--- src/common/svc_pkg.sv ---
// Function
// - List end marker is two 16-bit words
// - End word: bits 14,15 set; header bit15 clear
// - Second end word gives last telegram finish time
// - Container: five control words plus buffer
// - Role select picks master or slave coding
// - Master word 0: handshake, direction, final, element
// - Final request forces outgoing end bit
// - Master stall bit mirrors awaiting microprocessor
// - Tx info words per cycle, one to four
// - Master flags: slave error, buffer ends
// - Master copies reply bits into word 1
// - Word 1 bit 7 marks bad transfer
// - Master rx info words per cycle, one to four
// - Word 2: tx current and final index
// - Word 3: rx current and final index
// - Fault tally counts mismatches or busy cycles
// - Master fault flags in word 4
// - Slave word 0 reply bits, busy when pending
// - Slave element code and direction bits
// - Slave flags element change, tx buffer end
// - Role select comes from svc_role_select input
// - Base pointers at RAM words two to nine
package svc_pkg;
  typedef logic [10:0] addr_t;
  typedef logic [15:0] word_t;

  localparam addr_t PTR_TABLE_BASE = 11'h002;
  localparam addr_t BUF_OFFSET     = 11'h005;
  localparam logic [2:0] LAST_CTRL = 3'h4;

  localparam int W_REQ    = 0;
  localparam int W_REPLY  = 1;
  localparam int W_TXIDX  = 2;
  localparam int W_RXIDX  = 3;
  localparam int W_TALLY  = 4;

  localparam int TAG_LO   = 14;
  localparam int TAG_HI   = 15;

  localparam int B_HS      = 0;
  localparam int B_DIR     = 1;
  localparam int B_FINAL   = 2;
  localparam int B_CODE_LO = 3;
  localparam int B_FINAL_REQ = 6;
  localparam int B_MBUSY   = 7;
  localparam int B_CNT_LO  = 8;
  localparam int B_ERRFLAG = 12;
  localparam int B_TXEND   = 13;
  localparam int B_RXEND   = 14;
  localparam int B_BAD     = 7;
  localparam int B_TSRC    = 8;
  localparam int B_PROTO   = 9;
  localparam int B_HSTO    = 10;
  localparam int B_BUSYTO  = 11;
  localparam int B_CMDFLAG = 12;
  localparam int B_S_BUSY  = 1;
  localparam int B_S_CODE  = 4;
  localparam int B_S_DIR   = 7;

  localparam logic [7:0] TALLY_MAX = 8'hFF;

  typedef enum logic [2:0] {
    SM_IDLE = 3'b000,
    SM_PTR  = 3'b001,
    SM_RDW  = 3'b010,
    SM_XFER = 3'b011,
    SM_WBK  = 3'b100,
    SM_LST  = 3'b101,
    SM_LSTT = 3'b110
  } state_t;
endpackage : svc_pkg

--- src/logic/list_end_check.sv ---
`timescale 1ns/1ps
module list_end_check (
  input  wire logic         clk,              // Controller clock
  input  wire logic         reset,            // Synchronous reset
  input  wire logic         first_valid,      // First list word present
  input  wire logic         second_valid,     // Second end word present
  input  wire svc_pkg::word_t word,           // Word read from RAM
  output logic              is_end,           // First word is end marker
  output logic              is_header,        // First word is a header
  output svc_pkg::word_t    list_finish_time  // Captured finish time
);
  import svc_pkg::*;

  typedef struct packed {
    word_t finish;
  } lec_state_t;

  lec_state_t s_q;
  lec_state_t s_d;

  assign is_end    = first_valid & word[TAG_HI] & word[TAG_LO];
  assign is_header = first_valid & ~word[TAG_HI];
  assign list_finish_time = s_q.finish;

  always_comb
  begin
    s_d = s_q;
    if (second_valid)
      s_d.finish = word;
  end

  always_ff @(posedge clk)
  begin
    if (reset)
      s_q <= '0;
    else
      s_q <= s_d;
  end
endmodule : list_end_check

--- src/logic/svc_engine.sv ---
`timescale 1ns/1ps
module svc_engine (
  input  wire logic           clk,                // Controller clock
  input  wire logic           reset,              // Synchronous reset
  input  wire logic           cmd_tx,             // Build outgoing field
  input  wire logic           cmd_rx,             // Process received field
  input  wire logic           cmd_list,           // Check list word
  input  wire logic [2:0]     svc_index,          // Container number
  input  wire logic           svc_role_select,    // 1 master, 0 slave
  input  wire svc_pkg::addr_t list_addr,          // List word address
  input  wire logic           rx_handshake,       // Received handshake
  input  wire logic           rx_busy,            // Received busy
  input  wire logic           rx_error,           // Received error
  input  wire logic           rx_cmd_change,      // Received cmd change
  input  wire logic           rx_good,            // Transfer was correct
  input  wire logic [2:0]     rx_element_code,    // Received element
  input  wire logic           rx_direction,       // Received direction
  input  wire logic [63:0]    rx_words,           // Received info words
  input  wire logic           fault_protocol,     // Protocol error seen
  input  wire logic           fault_hs_timeout,   // Handshake timeout
  input  wire logic           fault_busy_timeout, // Busy timeout
  input  wire svc_pkg::word_t ram_rdata,          // RAM read data
  output svc_pkg::addr_t      ram_addr,           // RAM word address
  output logic                ram_rd,             // RAM read strobe
  output logic                ram_we,             // RAM write strobe
  output svc_pkg::word_t      ram_wdata,          // RAM write data
  output svc_pkg::word_t      svc_field,          // Outgoing service bits
  output logic                field_valid,        // Field strobe
  output logic                info_valid,         // Info word strobe
  output svc_pkg::word_t      info_word,          // Outgoing info word
  output logic                svc_done,           // Operation finished
  output logic                engine_busy,        // Operation running
  output logic                list_end,           // End marker found
  output logic                list_header,        // Header found
  output svc_pkg::word_t      list_finish_time    // Last finish time
);
  import svc_pkg::*;

  typedef struct packed {
    state_t           fsm;
    logic [2:0]       cnt;
    logic [2:0]       left;
    logic [1:0]       k;
    logic [4:0][15:0] w;
    addr_t            base;
    logic             role;
    logic             is_rx;
    logic             hs;
    logic             busy;
    logic             err;
    logic             cmd;
    logic             good;
    logic [2:0]       code;
    logic             dir;
    logic             pf;
    logic             ht;
    logic             bt;
    logic [63:0]      words;
    logic             rd;
    logic             we;
    logic             cap;
    addr_t            addr;
    word_t            wdata;
    word_t            field;
    logic             fvalid;
    logic             ivalid;
    word_t            iword;
    logic             done;
    logic             lend;
    logic             lhead;
  } eng_state_t;

  eng_state_t s_q;
  eng_state_t s_d;

  logic is_end;
  logic is_header;

  list_end_check u_list_end_check (
    .clk              (clk),
    .reset            (reset),
    .first_valid      (s_q.cap && s_q.fsm == SM_LST),
    .second_valid     (s_q.cap && s_q.fsm == SM_LSTT),
    .word             (ram_rdata),
    .is_end           (is_end),
    .is_header        (is_header),
    .list_finish_time (list_finish_time)
  );

  assign ram_addr    = s_q.addr;
  assign ram_rd      = s_q.rd;
  assign ram_we      = s_q.we;
  assign ram_wdata   = s_q.wdata;
  assign svc_field   = s_q.field;
  assign field_valid = s_q.fvalid;
  assign info_valid  = s_q.ivalid;
  assign info_word   = s_q.iword;
  assign svc_done    = s_q.done;
  assign list_end    = s_q.lend;
  assign list_header = s_q.lhead;
  assign engine_busy = (s_q.fsm != SM_IDLE);

  function automatic addr_t buf_addr(addr_t base, logic [7:0] idx);
    buf_addr = base + BUF_OFFSET + addr_t'(idx);
  endfunction : buf_addr

  // Copy of word 0 as stored back, with the stall bit refreshed
  function automatic word_t req_out(word_t w0, logic role);
    word_t r;
    r = w0;
    if (role)
      r[B_MBUSY] = w0[B_ERRFLAG] | w0[B_TXEND] | w0[B_RXEND];
    else
      r[B_S_BUSY] = w0[B_S_BUSY] | w0[B_ERRFLAG] | w0[B_TXEND];
    req_out = r;
  endfunction : req_out

  always_comb
  begin
    logic [4:0][15:0] c;
    logic             stalled;
    logic             final_bit;
    logic             bump;
    logic [7:0]       idx;
    logic [7:0]       fin;
    c         = s_q.w;
    stalled   = 1'b0;
    final_bit = 1'b0;
    bump      = 1'b0;
    idx       = 8'h00;
    fin       = 8'h00;
    s_d        = s_q;
    s_d.rd     = 1'b0;
    s_d.we     = 1'b0;
    s_d.cap    = s_q.rd;
    s_d.fvalid = 1'b0;
    s_d.ivalid = 1'b0;
    s_d.done   = 1'b0;
    s_d.lend   = 1'b0;
    s_d.lhead  = 1'b0;
    unique case (s_q.fsm)
      SM_IDLE:
      begin
        if (cmd_list)
        begin
          s_d.addr = list_addr;
          s_d.rd   = 1'b1;
          s_d.fsm  = SM_LST;
        end
        else if (cmd_tx || cmd_rx)
        begin
          s_d.is_rx = cmd_rx;
          s_d.role  = svc_role_select;
          s_d.hs    = rx_handshake;
          s_d.busy  = rx_busy;
          s_d.err   = rx_error;
          s_d.cmd   = rx_cmd_change;
          s_d.good  = rx_good;
          s_d.code  = rx_element_code;
          s_d.dir   = rx_direction;
          s_d.pf    = fault_protocol;
          s_d.ht    = fault_hs_timeout;
          s_d.bt    = fault_busy_timeout;
          s_d.words = rx_words;
          s_d.addr  = PTR_TABLE_BASE + addr_t'(svc_index);
          s_d.rd    = 1'b1;
          s_d.fsm   = SM_PTR;
        end
      end
      SM_PTR:
      begin
        if (s_q.cap)
        begin
          s_d.base = ram_rdata[10:0];
          s_d.addr = ram_rdata[10:0];
          s_d.rd   = 1'b1;
          s_d.cnt  = 3'h0;
          s_d.fsm  = SM_RDW;
        end
      end
      SM_RDW:
      begin
        if (s_q.cap)
        begin
          c[s_q.cnt] = ram_rdata;
          if (s_q.cnt != LAST_CTRL)
          begin
            s_d.w    = c;
            s_d.cnt  = s_q.cnt + 3'h1;
            s_d.addr = s_q.base + addr_t'(s_q.cnt + 3'h1);
            s_d.rd   = 1'b1;
          end
          else
          begin
            s_d.left = 3'h0;
            s_d.k    = 2'h0;
            if (s_q.role)
            begin
              stalled = c[W_REQ][B_ERRFLAG] | c[W_REQ][B_TXEND]
                      | c[W_REQ][B_RXEND];
              if (!s_q.is_rx)
              begin
                final_bit = c[W_REQ][B_FINAL] | c[W_REQ][B_FINAL_REQ];
                c[W_REQ][B_FINAL] = final_bit;
                s_d.field = {10'h000, c[W_REQ][B_FINAL_REQ - 1:B_CODE_LO],
                             final_bit, c[W_REQ][B_DIR],
                             c[W_REQ][B_HS]};
                s_d.fvalid = 1'b1;
                if (!stalled)
                  s_d.left = {1'b0, c[W_REQ][B_CNT_LO +: 2]} + 3'h1;
              end
              else
              begin
                c[W_REPLY][3:0] = {s_q.cmd, s_q.err, s_q.busy,
                                   s_q.hs};
                c[W_REPLY][B_BAD] = ~s_q.good;
                c[W_REQ][B_ERRFLAG] = c[W_REQ][B_ERRFLAG] | s_q.err;
                c[W_TALLY][B_PROTO] = c[W_TALLY][B_PROTO] | s_q.pf;
                c[W_TALLY][B_HSTO] = c[W_TALLY][B_HSTO] | s_q.ht;
                c[W_TALLY][B_BUSYTO] = c[W_TALLY][B_BUSYTO] | s_q.bt;
                c[W_TALLY][B_CMDFLAG] = c[W_TALLY][B_CMDFLAG]
                                      | s_q.cmd;
                bump = c[W_TALLY][B_TSRC] ? s_q.busy
                     : (s_q.hs != c[W_REQ][B_HS]);
                if (bump && c[W_TALLY][7:0] != TALLY_MAX)
                  c[W_TALLY][7:0] = c[W_TALLY][7:0] + 8'h01;
                if (!stalled && !c[W_REQ][B_DIR] && s_q.good)
                  s_d.left = {1'b0, c[W_REPLY][B_CNT_LO +: 2]}
                           + 3'h1;
              end
            end
            else
            begin
              stalled = c[W_REQ][B_ERRFLAG] | c[W_REQ][B_TXEND];
              if (!s_q.is_rx)
              begin
                s_d.field = {12'h000, c[W_REQ][3:2],
                             c[W_REQ][B_S_BUSY] | stalled,
                             c[W_REQ][B_HS]};
                s_d.fvalid = 1'b1;
                if (!stalled)
                  s_d.left = {1'b0, c[W_REQ][B_CNT_LO +: 2]} + 3'h1;
              end
              else if (s_q.code != c[W_REQ][B_S_DIR - 1:B_S_CODE]
                       || s_q.dir != c[W_REQ][B_S_DIR])
              begin
                c[W_REQ][B_ERRFLAG] = 1'b1;
                c[W_REQ][B_S_DIR - 1:B_S_CODE] = s_q.code;
                c[W_REQ][B_S_DIR] = s_q.dir;
              end
            end
            s_d.w  = c;
            s_d.fsm = SM_XFER;
          end
        end
      end
      SM_XFER:
      begin
        idx = s_q.is_rx ? s_q.w[W_RXIDX][7:0] : s_q.w[W_TXIDX][7:0];
        fin = s_q.is_rx ? s_q.w[W_RXIDX][15:8] : s_q.w[W_TXIDX][15:8];
        if (s_q.is_rx)
        begin
          if (s_q.left == 3'h0)
          begin
            s_d.cnt = 3'h0;
            s_d.fsm = SM_WBK;
          end
          else
          begin
            s_d.we    = 1'b1;
            s_d.addr  = buf_addr(s_q.base, idx);
            s_d.wdata = s_q.words[{s_q.k, 4'h0} +: 16];
            s_d.k     = s_q.k + 2'h1;
            s_d.left  = s_q.left - 3'h1;
            if (idx == fin)
            begin
              s_d.w[W_REQ][B_RXEND] = 1'b1;
              s_d.left = 3'h0;
            end
            else
              s_d.w[W_RXIDX][7:0] = idx + 8'h01;
          end
        end
        else
        begin
          if (s_q.cap)
          begin
            s_d.ivalid = 1'b1;
            s_d.iword  = ram_rdata;
            s_d.left   = s_q.left - 3'h1;
            if (idx == fin)
            begin
              s_d.w[W_REQ][B_TXEND] = 1'b1;
              s_d.left = 3'h0;
            end
            else
              s_d.w[W_TXIDX][7:0] = idx + 8'h01;
          end
          if (!s_q.rd && s_d.left != 3'h0)
          begin
            s_d.rd   = 1'b1;
            s_d.addr = buf_addr(s_q.base, s_d.w[W_TXIDX][7:0]);
          end
          else if (!s_q.rd && !s_q.cap)
          begin
            s_d.cnt = 3'h0;
            s_d.fsm = SM_WBK;
          end
        end
      end
      SM_WBK:
      begin
        s_d.we    = 1'b1;
        s_d.addr  = s_q.base + addr_t'(s_q.cnt);
        s_d.wdata = (s_q.cnt == 3'h0) ? req_out(s_q.w[W_REQ], s_q.role)
                  : s_q.w[s_q.cnt];
        s_d.cnt   = s_q.cnt + 3'h1;
        if (s_q.cnt == LAST_CTRL)
        begin
          s_d.done = 1'b1;
          s_d.fsm  = SM_IDLE;
        end
      end
      SM_LST:
      begin
        if (s_q.cap)
        begin
          if (is_end)
          begin
            s_d.addr = s_q.addr + 11'h001;
            s_d.rd   = 1'b1;
            s_d.fsm  = SM_LSTT;
          end
          else
          begin
            s_d.lhead = is_header;
            s_d.done  = 1'b1;
            s_d.fsm   = SM_IDLE;
          end
        end
      end
      SM_LSTT:
      begin
        if (s_q.cap)
        begin
          s_d.lend = 1'b1;
          s_d.done = 1'b1;
          s_d.fsm  = SM_IDLE;
        end
      end
      default:
      begin
        s_d.fsm = SM_IDLE;
      end
    endcase
  end

  always_ff @(posedge clk)
  begin
    if (reset)
    begin
      s_q    <= '0;
      s_q.fsm <= SM_IDLE;
    end
    else
      s_q <= s_d;
  end
endmodule : svc_engine

--- config.mk ---
export PLATFORM = sky130hd
export DESIGN_NAME = svc_engine
export DESIGN_NICKNAME = d
export VERILOG_FILES = /design/src/common/svc_pkg.sv /design/src/logic/list_end_check.sv /design/src/logic/svc_engine.sv
export SDC_FILE = /design/constraint.sdc
export NUM_CORES = 1
export LEC_CHECK = 0
export ABC_AREA = 1
export BUFFER_PORTS_ARGS = -buffer_cell sky130_fd_sc_hd__clkbuf_2
export CELL_PAD_IN_SITES_DETAIL_PLACEMENT = 1
export CELL_PAD_IN_SITES_GLOBAL_PLACEMENT = 1
export CORE_ASPECT_RATIO = 0.75
export CORE_UTILIZATION = 38
export CTS_BUF_LIST = sky130_fd_sc_hd__clkbuf_4
export DETAILED_ROUTE_END_ITERATION = 7
export GPL_TIMING_DRIVEN = 0
export PLACE_DENSITY_LB_ADDON = 0.1
export SYNTH_ARGS = -nofsm -noshare
export SYNTH_HDL_FRONTEND = slang
export SYNTH_SLANG_ARGS = --single-unit
--- constraint.sdc ---
create_clock -name clk -period 3 [get_ports clk]
set_input_delay 0.6 -clock clk [delete_from_list [all_inputs] [get_ports clk]]
set_output_delay 0.6 -clock clk [all_outputs]
set_load 0.02 [all_outputs]
# After elaboration in Yosys (flattened, before gate mapping)

Cells that the tools add are included.

Add/sub/neg operators: 15
Multipliers: 0
Divide/modulo/power cells: 0
Magnitude comparators: 2
Equality and inequality tests: 33
Shift-type cells: 1
Muxes and demuxes: 111
Bitwise logic cells: 26
Reduce and logical (&&, ||, !) cells: 42

Operator list:

| operator            | number |
|---|---|
| $mux 8              | 13 |
| $mux 11             | 9 |
| $mux 91             | 1 |
| $bwmux 80           | 1 |
| $mux 77             | 1 |
| $mux 17             | 4 |
| $pmux 11 s6         | 1 |
| $mux 16             | 4 |
| $shiftx 64x7->16    | 1 |
| $mux 3              | 18 |
| $bmux 16 s3         | 1 |
| $demux 16 s3        | 1 |
| $pmux 16 s2         | 1 |
| $pmux 8 s2          | 2 |
| $mux 1              | 30 |
| $mux 4              | 7 |
| $ne 2x2->1 const B  | 14 |
| $mux 27             | 1 |
| $mux 6              | 4 |
| $add 11x8->11       | 2 |
| $ne 3x3->1 const B  | 7 |
| $pmux 3 s7          | 1 |
| $reduce_and 5->1    | 4 |
| $add 8x1->8 const B | 2 |
| other kinds (48)    | 100 |

Bits in registers: 263
Bits in latches: 0
RAM bits: 0
Bits in read-only memories: 0
Output and inout port bits: 83
Logic and storage cells: 270
Memories kept: 0

# Depth between registers and ports, before layout

Word-level depth: 16
Gate-level depth with buffers: 32
Gate-level depth less buffers: 30

# Hierarchy

Synthesis repeated with hierarchy kept, for this count alone.

Cell total of the unflattened synthesis: 2103
Area, all modules: 14231.1 µm²

Modules (own cells, without submodules):

| module         | instances | cells an instance | area each (µm²) |
|---|---|---|---|
| svc_engine     | 1         | 1999              | 13548.0 |
| list_end_check | 1         | 104               | 683.2 |

# Worst setup path after synthesis

No wires, ideal clock.

Kind: reg-to-reg
From: register s_q[143] (netlist name)
To: register s_q (netlist bit ram_addr[10])
Library setup time: 0.064 ns
Arrival: 3.079 ns
Required time: 2.936 ns
Slack: -0.143 ns
Stages on the path, launching flop included: 32
Path buffers: 2
Clock period less this slack: 3.143 ns
Cells stage by stage: dfxtp_1 -> buf_6 -> buf_8 -> nand2_4 -> inv_2 -> nor2_2 -> nand2_1 -> nand2_1 -> nand2_1 -> nor2_2 -> nand2_4 -> nand2_4 -> o21ai_0 -> o21ai_0 -> ha_1 -> inv_1 -> fa_1 -> inv_1 -> nand3_1 -> nand2_1 -> nand3_1 -> o211ai_1 -> nand2_1 -> nor2_1 -> nor2_1 -> nor2_1 -> nand2_1 -> nand3_1 -> nand2_1 -> nand2_1 -> nor2_1 -> nor2_1

Cells in the longest elaborated chain, start to end: 10
Elaborated cells on any way between the ends: 23
Those cells by class: add/sub: 3; eq/ne: 3; mux: 14; reduce/logical: 3

RTL lines:

| item                                                      | RTL line                             | source |
|---|---|---|
| from (decl)                                               | svc_engine.sv:73                     | `eng_state_t s_q;` |
| $mux 8 (on tied branches)                                 | svc_engine.sv:259, svc_engine.sv:260 |  |
| $add 8x1->8 / $eq 8x8->1 (equally long branches)          | svc_engine.sv:297, svc_engine.sv:291 |  |
| $mux 8 / $mux 3 (equally long branches)                   | svc_engine.sv:291                    | `if (idx == fin)` |
| $mux 8 / $mux 3 (equally long branches)                   | svc_engine.sv:286                    | `if (s_q.cap)` |
| $mux 8 / $mux 3 (equally long branches)                   | svc_engine.sv:261                    | `if (s_q.is_rx)` |
| $mux 8 / $mux 3 (equally long branches)                   | svc_engine.sv:141                    | `unique case (s_q.fsm)` |
| $add 11x8->11 / $reduce_bool 3->1 (equally long branches) | svc_engine.sv:104, svc_engine.sv:299 |  |
| $mux 11 / $logic_and 1x1->1 (equally long branches)       | svc_engine.sv:299                    | `if (!s_q.rd && s_d.left != 3'h0)` |
| $mux 11 / $ne 3x3->1 (equally long branches)              | n/a                                  |  |
| $pmux 11 s6 / $reduce_and 9->1 (equally long branches)    | n/a                                  |  |

Parallel ways exist; a longest one is shown, timed or not. The select of a mux whose other input is x is not followed.
A chain may end at the register's enable or synchronous reset.

# Worst setup path in the final report

From: register s_q[143] (netlist name)
To: register s_q (netlist bit ram_addr[8])

The elaborated chain is that of the path after synthesis.

==> reports/qor.yml <==
timing:
  rsz0062_at_grt: "true"
  fin_crit_sh_pct: 126
  fin_crit_ns: 3.77
  slew_viol_final: 0
  skew_ns: 0.0541
  worstMarginPinSlew_ns: 1.12
  worst_slack_ns: -0.766
  final_hold_viol_count: 0
  setup_viol: 11
  fmax_ghz: 0.266
  hold_slack_ns: 0.0489
  slew-limit-headroom_pct: 25.1
global_routing:
  grt_max_degree: 12
  use_met1_pct: 50.4
  grt_pass1_vias: 15500
  grt_pass1_wl_um: 94500
  grt_use_total_pct: 33.5
  grt_overflow: 0
  antenna_found_initial: 6
  grt_busiest_layer: "met1"
  use_met2_pct: 47.6
  grt.met3_usage_pct: 7.28
routing:
  drc_errors: 0
  drt_first_pass_iters: 5
  vias_per_cell: 5.61
  drt_wl_total_um: 64300
  vias: 16100
  drt_iter0_drc: 1523
  drtAntennaViolNets: 0
  routedWlPerCell_um: 22.4
final_layout:
  area_growth_pct: 22.7
  fin_nets: 2497
  drive_above_1_share_pct: 21.3
  regArea_um2: 5080
  multi_input_area_um2: 7610
  fillCellCount: 4777
place:
  dp_slack_ns: -1.10
  io_buffers: 183
  dp_hpwl_um: 49800
  gp_congestion: 0.960
worst_hold_path:
  hold_end: "s_q[111]$_SDFFE_PP0P_"
  hold_path.class: "input port to flop"
  min_from: "rx_words[44]"
  whs_path_depth: 3
synthesis:
  synthCells: 2059
  ys_seq_area_share_pct: 36.3
  ys_seq_elements: 253
  synth_cell_type_count: 51
  netlist_area_um2: 13900
  async_reset_ff_share_pct: 0
  synth_ff_type: "dfxtp_1"
  avgSynthCellArea_um2: 6.77
  synth_warnings: 0
  synth_edf_count: 0
worst_setup_path:
  arrival_ns: 4.40
  r2r-start: "s_q[143]$_SDFFE_PP0P_"
  critPathTopFamily: "simple AND/OR/NAND/NOR gates"
  cpMaxStageDelayCell: "ha_1"
  required_ns: 3.64
  r2r_slack_ns: -0.77
  path_class: "flop to flop"
  endpoint_kind: "flop"
  timing.rr.end: "ram_addr[8]$_SDFFE_PP0P_"
  setup.worst_path.start_class: "flop"
  cpMostUsedCell: "nand2_1"
  worst-path-buf-inv: 6
  cp_max_fo: 10
  critPathMaxStageDelay_ns: 0.41
  reg2reg_depth: 27
power_and_ir_drop:
  peakVddDrop_uv: 303
  p_leak_nw: 7.67
  power_density_nw_per_um2: 781
  power.total_mw: 13.4
clocking:
  htree_num_levels: 3
  cts_sinks: 253
  clock_latency_ns: 0.79
  cts_tree: "built"
  cts_root_buf: "clkbuf_4"
  cts.clk_slew.worst_paths_ns: 0.07
  clk_path_buf_depth: 3
  cts_made_buffers: 71
die:
  row_count: 60
  io_pins: 195
  start_util_pct: 38.7
  die_x_um: 223
  die-height_um: 168
  core_um2: 36000
  die_area_um2: 37500
outcome:
  violations: "setup timing"
  status: "finished, violations left"
run:
  drv_cap: 0
tightest hold or removal path, cell delays in order:
cell and delay (ns):
clkbuf_2 0.08, nor2_1 0.03, nor2_1 0.08
state kept, by name (all words and copies together) (netlist names), 6 cells and up:
signal	flops
s_q	181
info_word	16
ram_wdata	16
u_list_end_check.list_finish_time	16
ram_addr	11
svc_field	6
kinds of logic (layout without fill, tap and decap cells):
family | Yosys count | after routing | share of synthesized area, %
XOR/XNOR | 26 | 26 | 1.63
AND/OR/NAND/NOR | 722 | 722 | 21.6
buffers and inverters | 373 | 709 | 12.0
flip-flops | 253 | 253 | 36.3
other | 1 | 11 | 0.0269
AO/OA/AOI/OAI | 656 | 656 | 25.7
adder cells (fa/ha/maj) | 28 | 28 | 2.67
layer usage:
| layer | part of all wire [%] | routed length, um |
|---|---|---|
| met1 | 49 | 31700 |
| met2 | 40 | 25900 |
| met4 | 1.9 | 1230 |
| met3 | 8.5 | 5440 |
| met5 | 0 | 0 |
cells in the mapped netlist, drive strengths merged, types with 8 or more instances:
| library cell | instances | area (um2) |
|---|---|---|
| nor3 | 12 | 70.1 |
| o21ai | 348 | 1760 |
| o211ai | 8 | 65.1 |
| a221oi | 11 | 103 |
| nand2 | 300 | 1180 |
| a31oi | 9 | 56.3 |
| a211oi | 13 | 97.6 |
| nand4 | 18 | 113 |
| a21oi | 190 | 951 |
| clkbuf | 91 | 342 |
| o221ai | 18 | 158 |
| xor2 | 22 | 193 |
| or2 | 13 | 81.3 |
| ha | 25 | 313 |
| buf | 78 | 566 |
| nor2 | 312 | 1200 |
| inv | 201 | 754 |
| o22ai | 44 | 275 |
| dfxtp | 253 | 5060 |
| nand3 | 60 | 315 |
repair_timing:
action                     CTS  global route
hold buffers                 0             0
setup endpoints to repair   36            63
resized for setup           69            52
gates cloned                 2             1
pin swaps                   37            30
buffers inserted            20            11
how the worst max path moves through the flow:
stage	start	endpoint	slack (ns)	cells past startpoint
after detailed placement	s_q[143]$_SDFFE_PP0P_	ram_addr[8]$_SDFFE_PP0P_	-1.10	23
after global placement	s_q[143]$_SDFFE_PP0P_	ram_addr[8]$_SDFFE_PP0P_	-1.09	23
after CTS	s_q[143]$_SDFFE_PP0P_	ram_addr[8]$_SDFFE_PP0P_	-0.66	29
final	s_q[143]$_SDFFE_PP0P_	ram_addr[8]$_SDFFE_PP0P_	-0.77	27
after floorplan	s_q[143]$_SDFFE_PP0P_	ram_addr[10]$_SDFFE_PP0P_	-0.07	29
after global routing	s_q[143]$_SDFFE_PP0P_	ram_addr[10]$_SDFFE_PP0P_	-0.95	32
layout by cell type (no fill, tap or decap), drive strengths merged, types with 22 or more instances in the layout:
cell	count
nor2	312
o22ai	44
xor2	22
o21ai	348
dfxtp	253
a21oi	190
buf	110
ha	25
nand2	300
nand3	60
clkinv	22
clkbuf	372
inv	202
through the flow:
step / cells / setup TNS, ns / area, um2 / util [%]
global route: 2870 / -7.84 / 17100 / 47.5
detailed placement: 2716 / -16.49 / 15600 / 43.2
floorplan: 2068 / -0.0895 / 14100 / -
CTS: 2858 / -5.08 / 16800 / 46.7
finish: 2870 / -6.07 / 17100 / 47.5
global placement: 2716 / -15.35 / 15600 / 43.2
layout make-up:
type / instances / share of cell area, %
multi-input combinational: 1442 / 44.5
sequential: 253 / 29.7
timing repair buffer: 217 / 7.26
buffer: 168 / 5.60
inverter: 204 / 4.54
clock buffer: 97 / 4.26
tap: 465 / 3.40
clock inverter: 23 / 0.768
antenna: 1 / 0.0146
where the power goes:
group / internal [mW] / total [mW] / switching [mW]
combinational: 1.91 / 5.75 / 3.84
sequential: 3.89 / 4.38 / 0.489
clock: 1.59 / 3.24 / 1.65
Power figures use the tool's default switching activity.
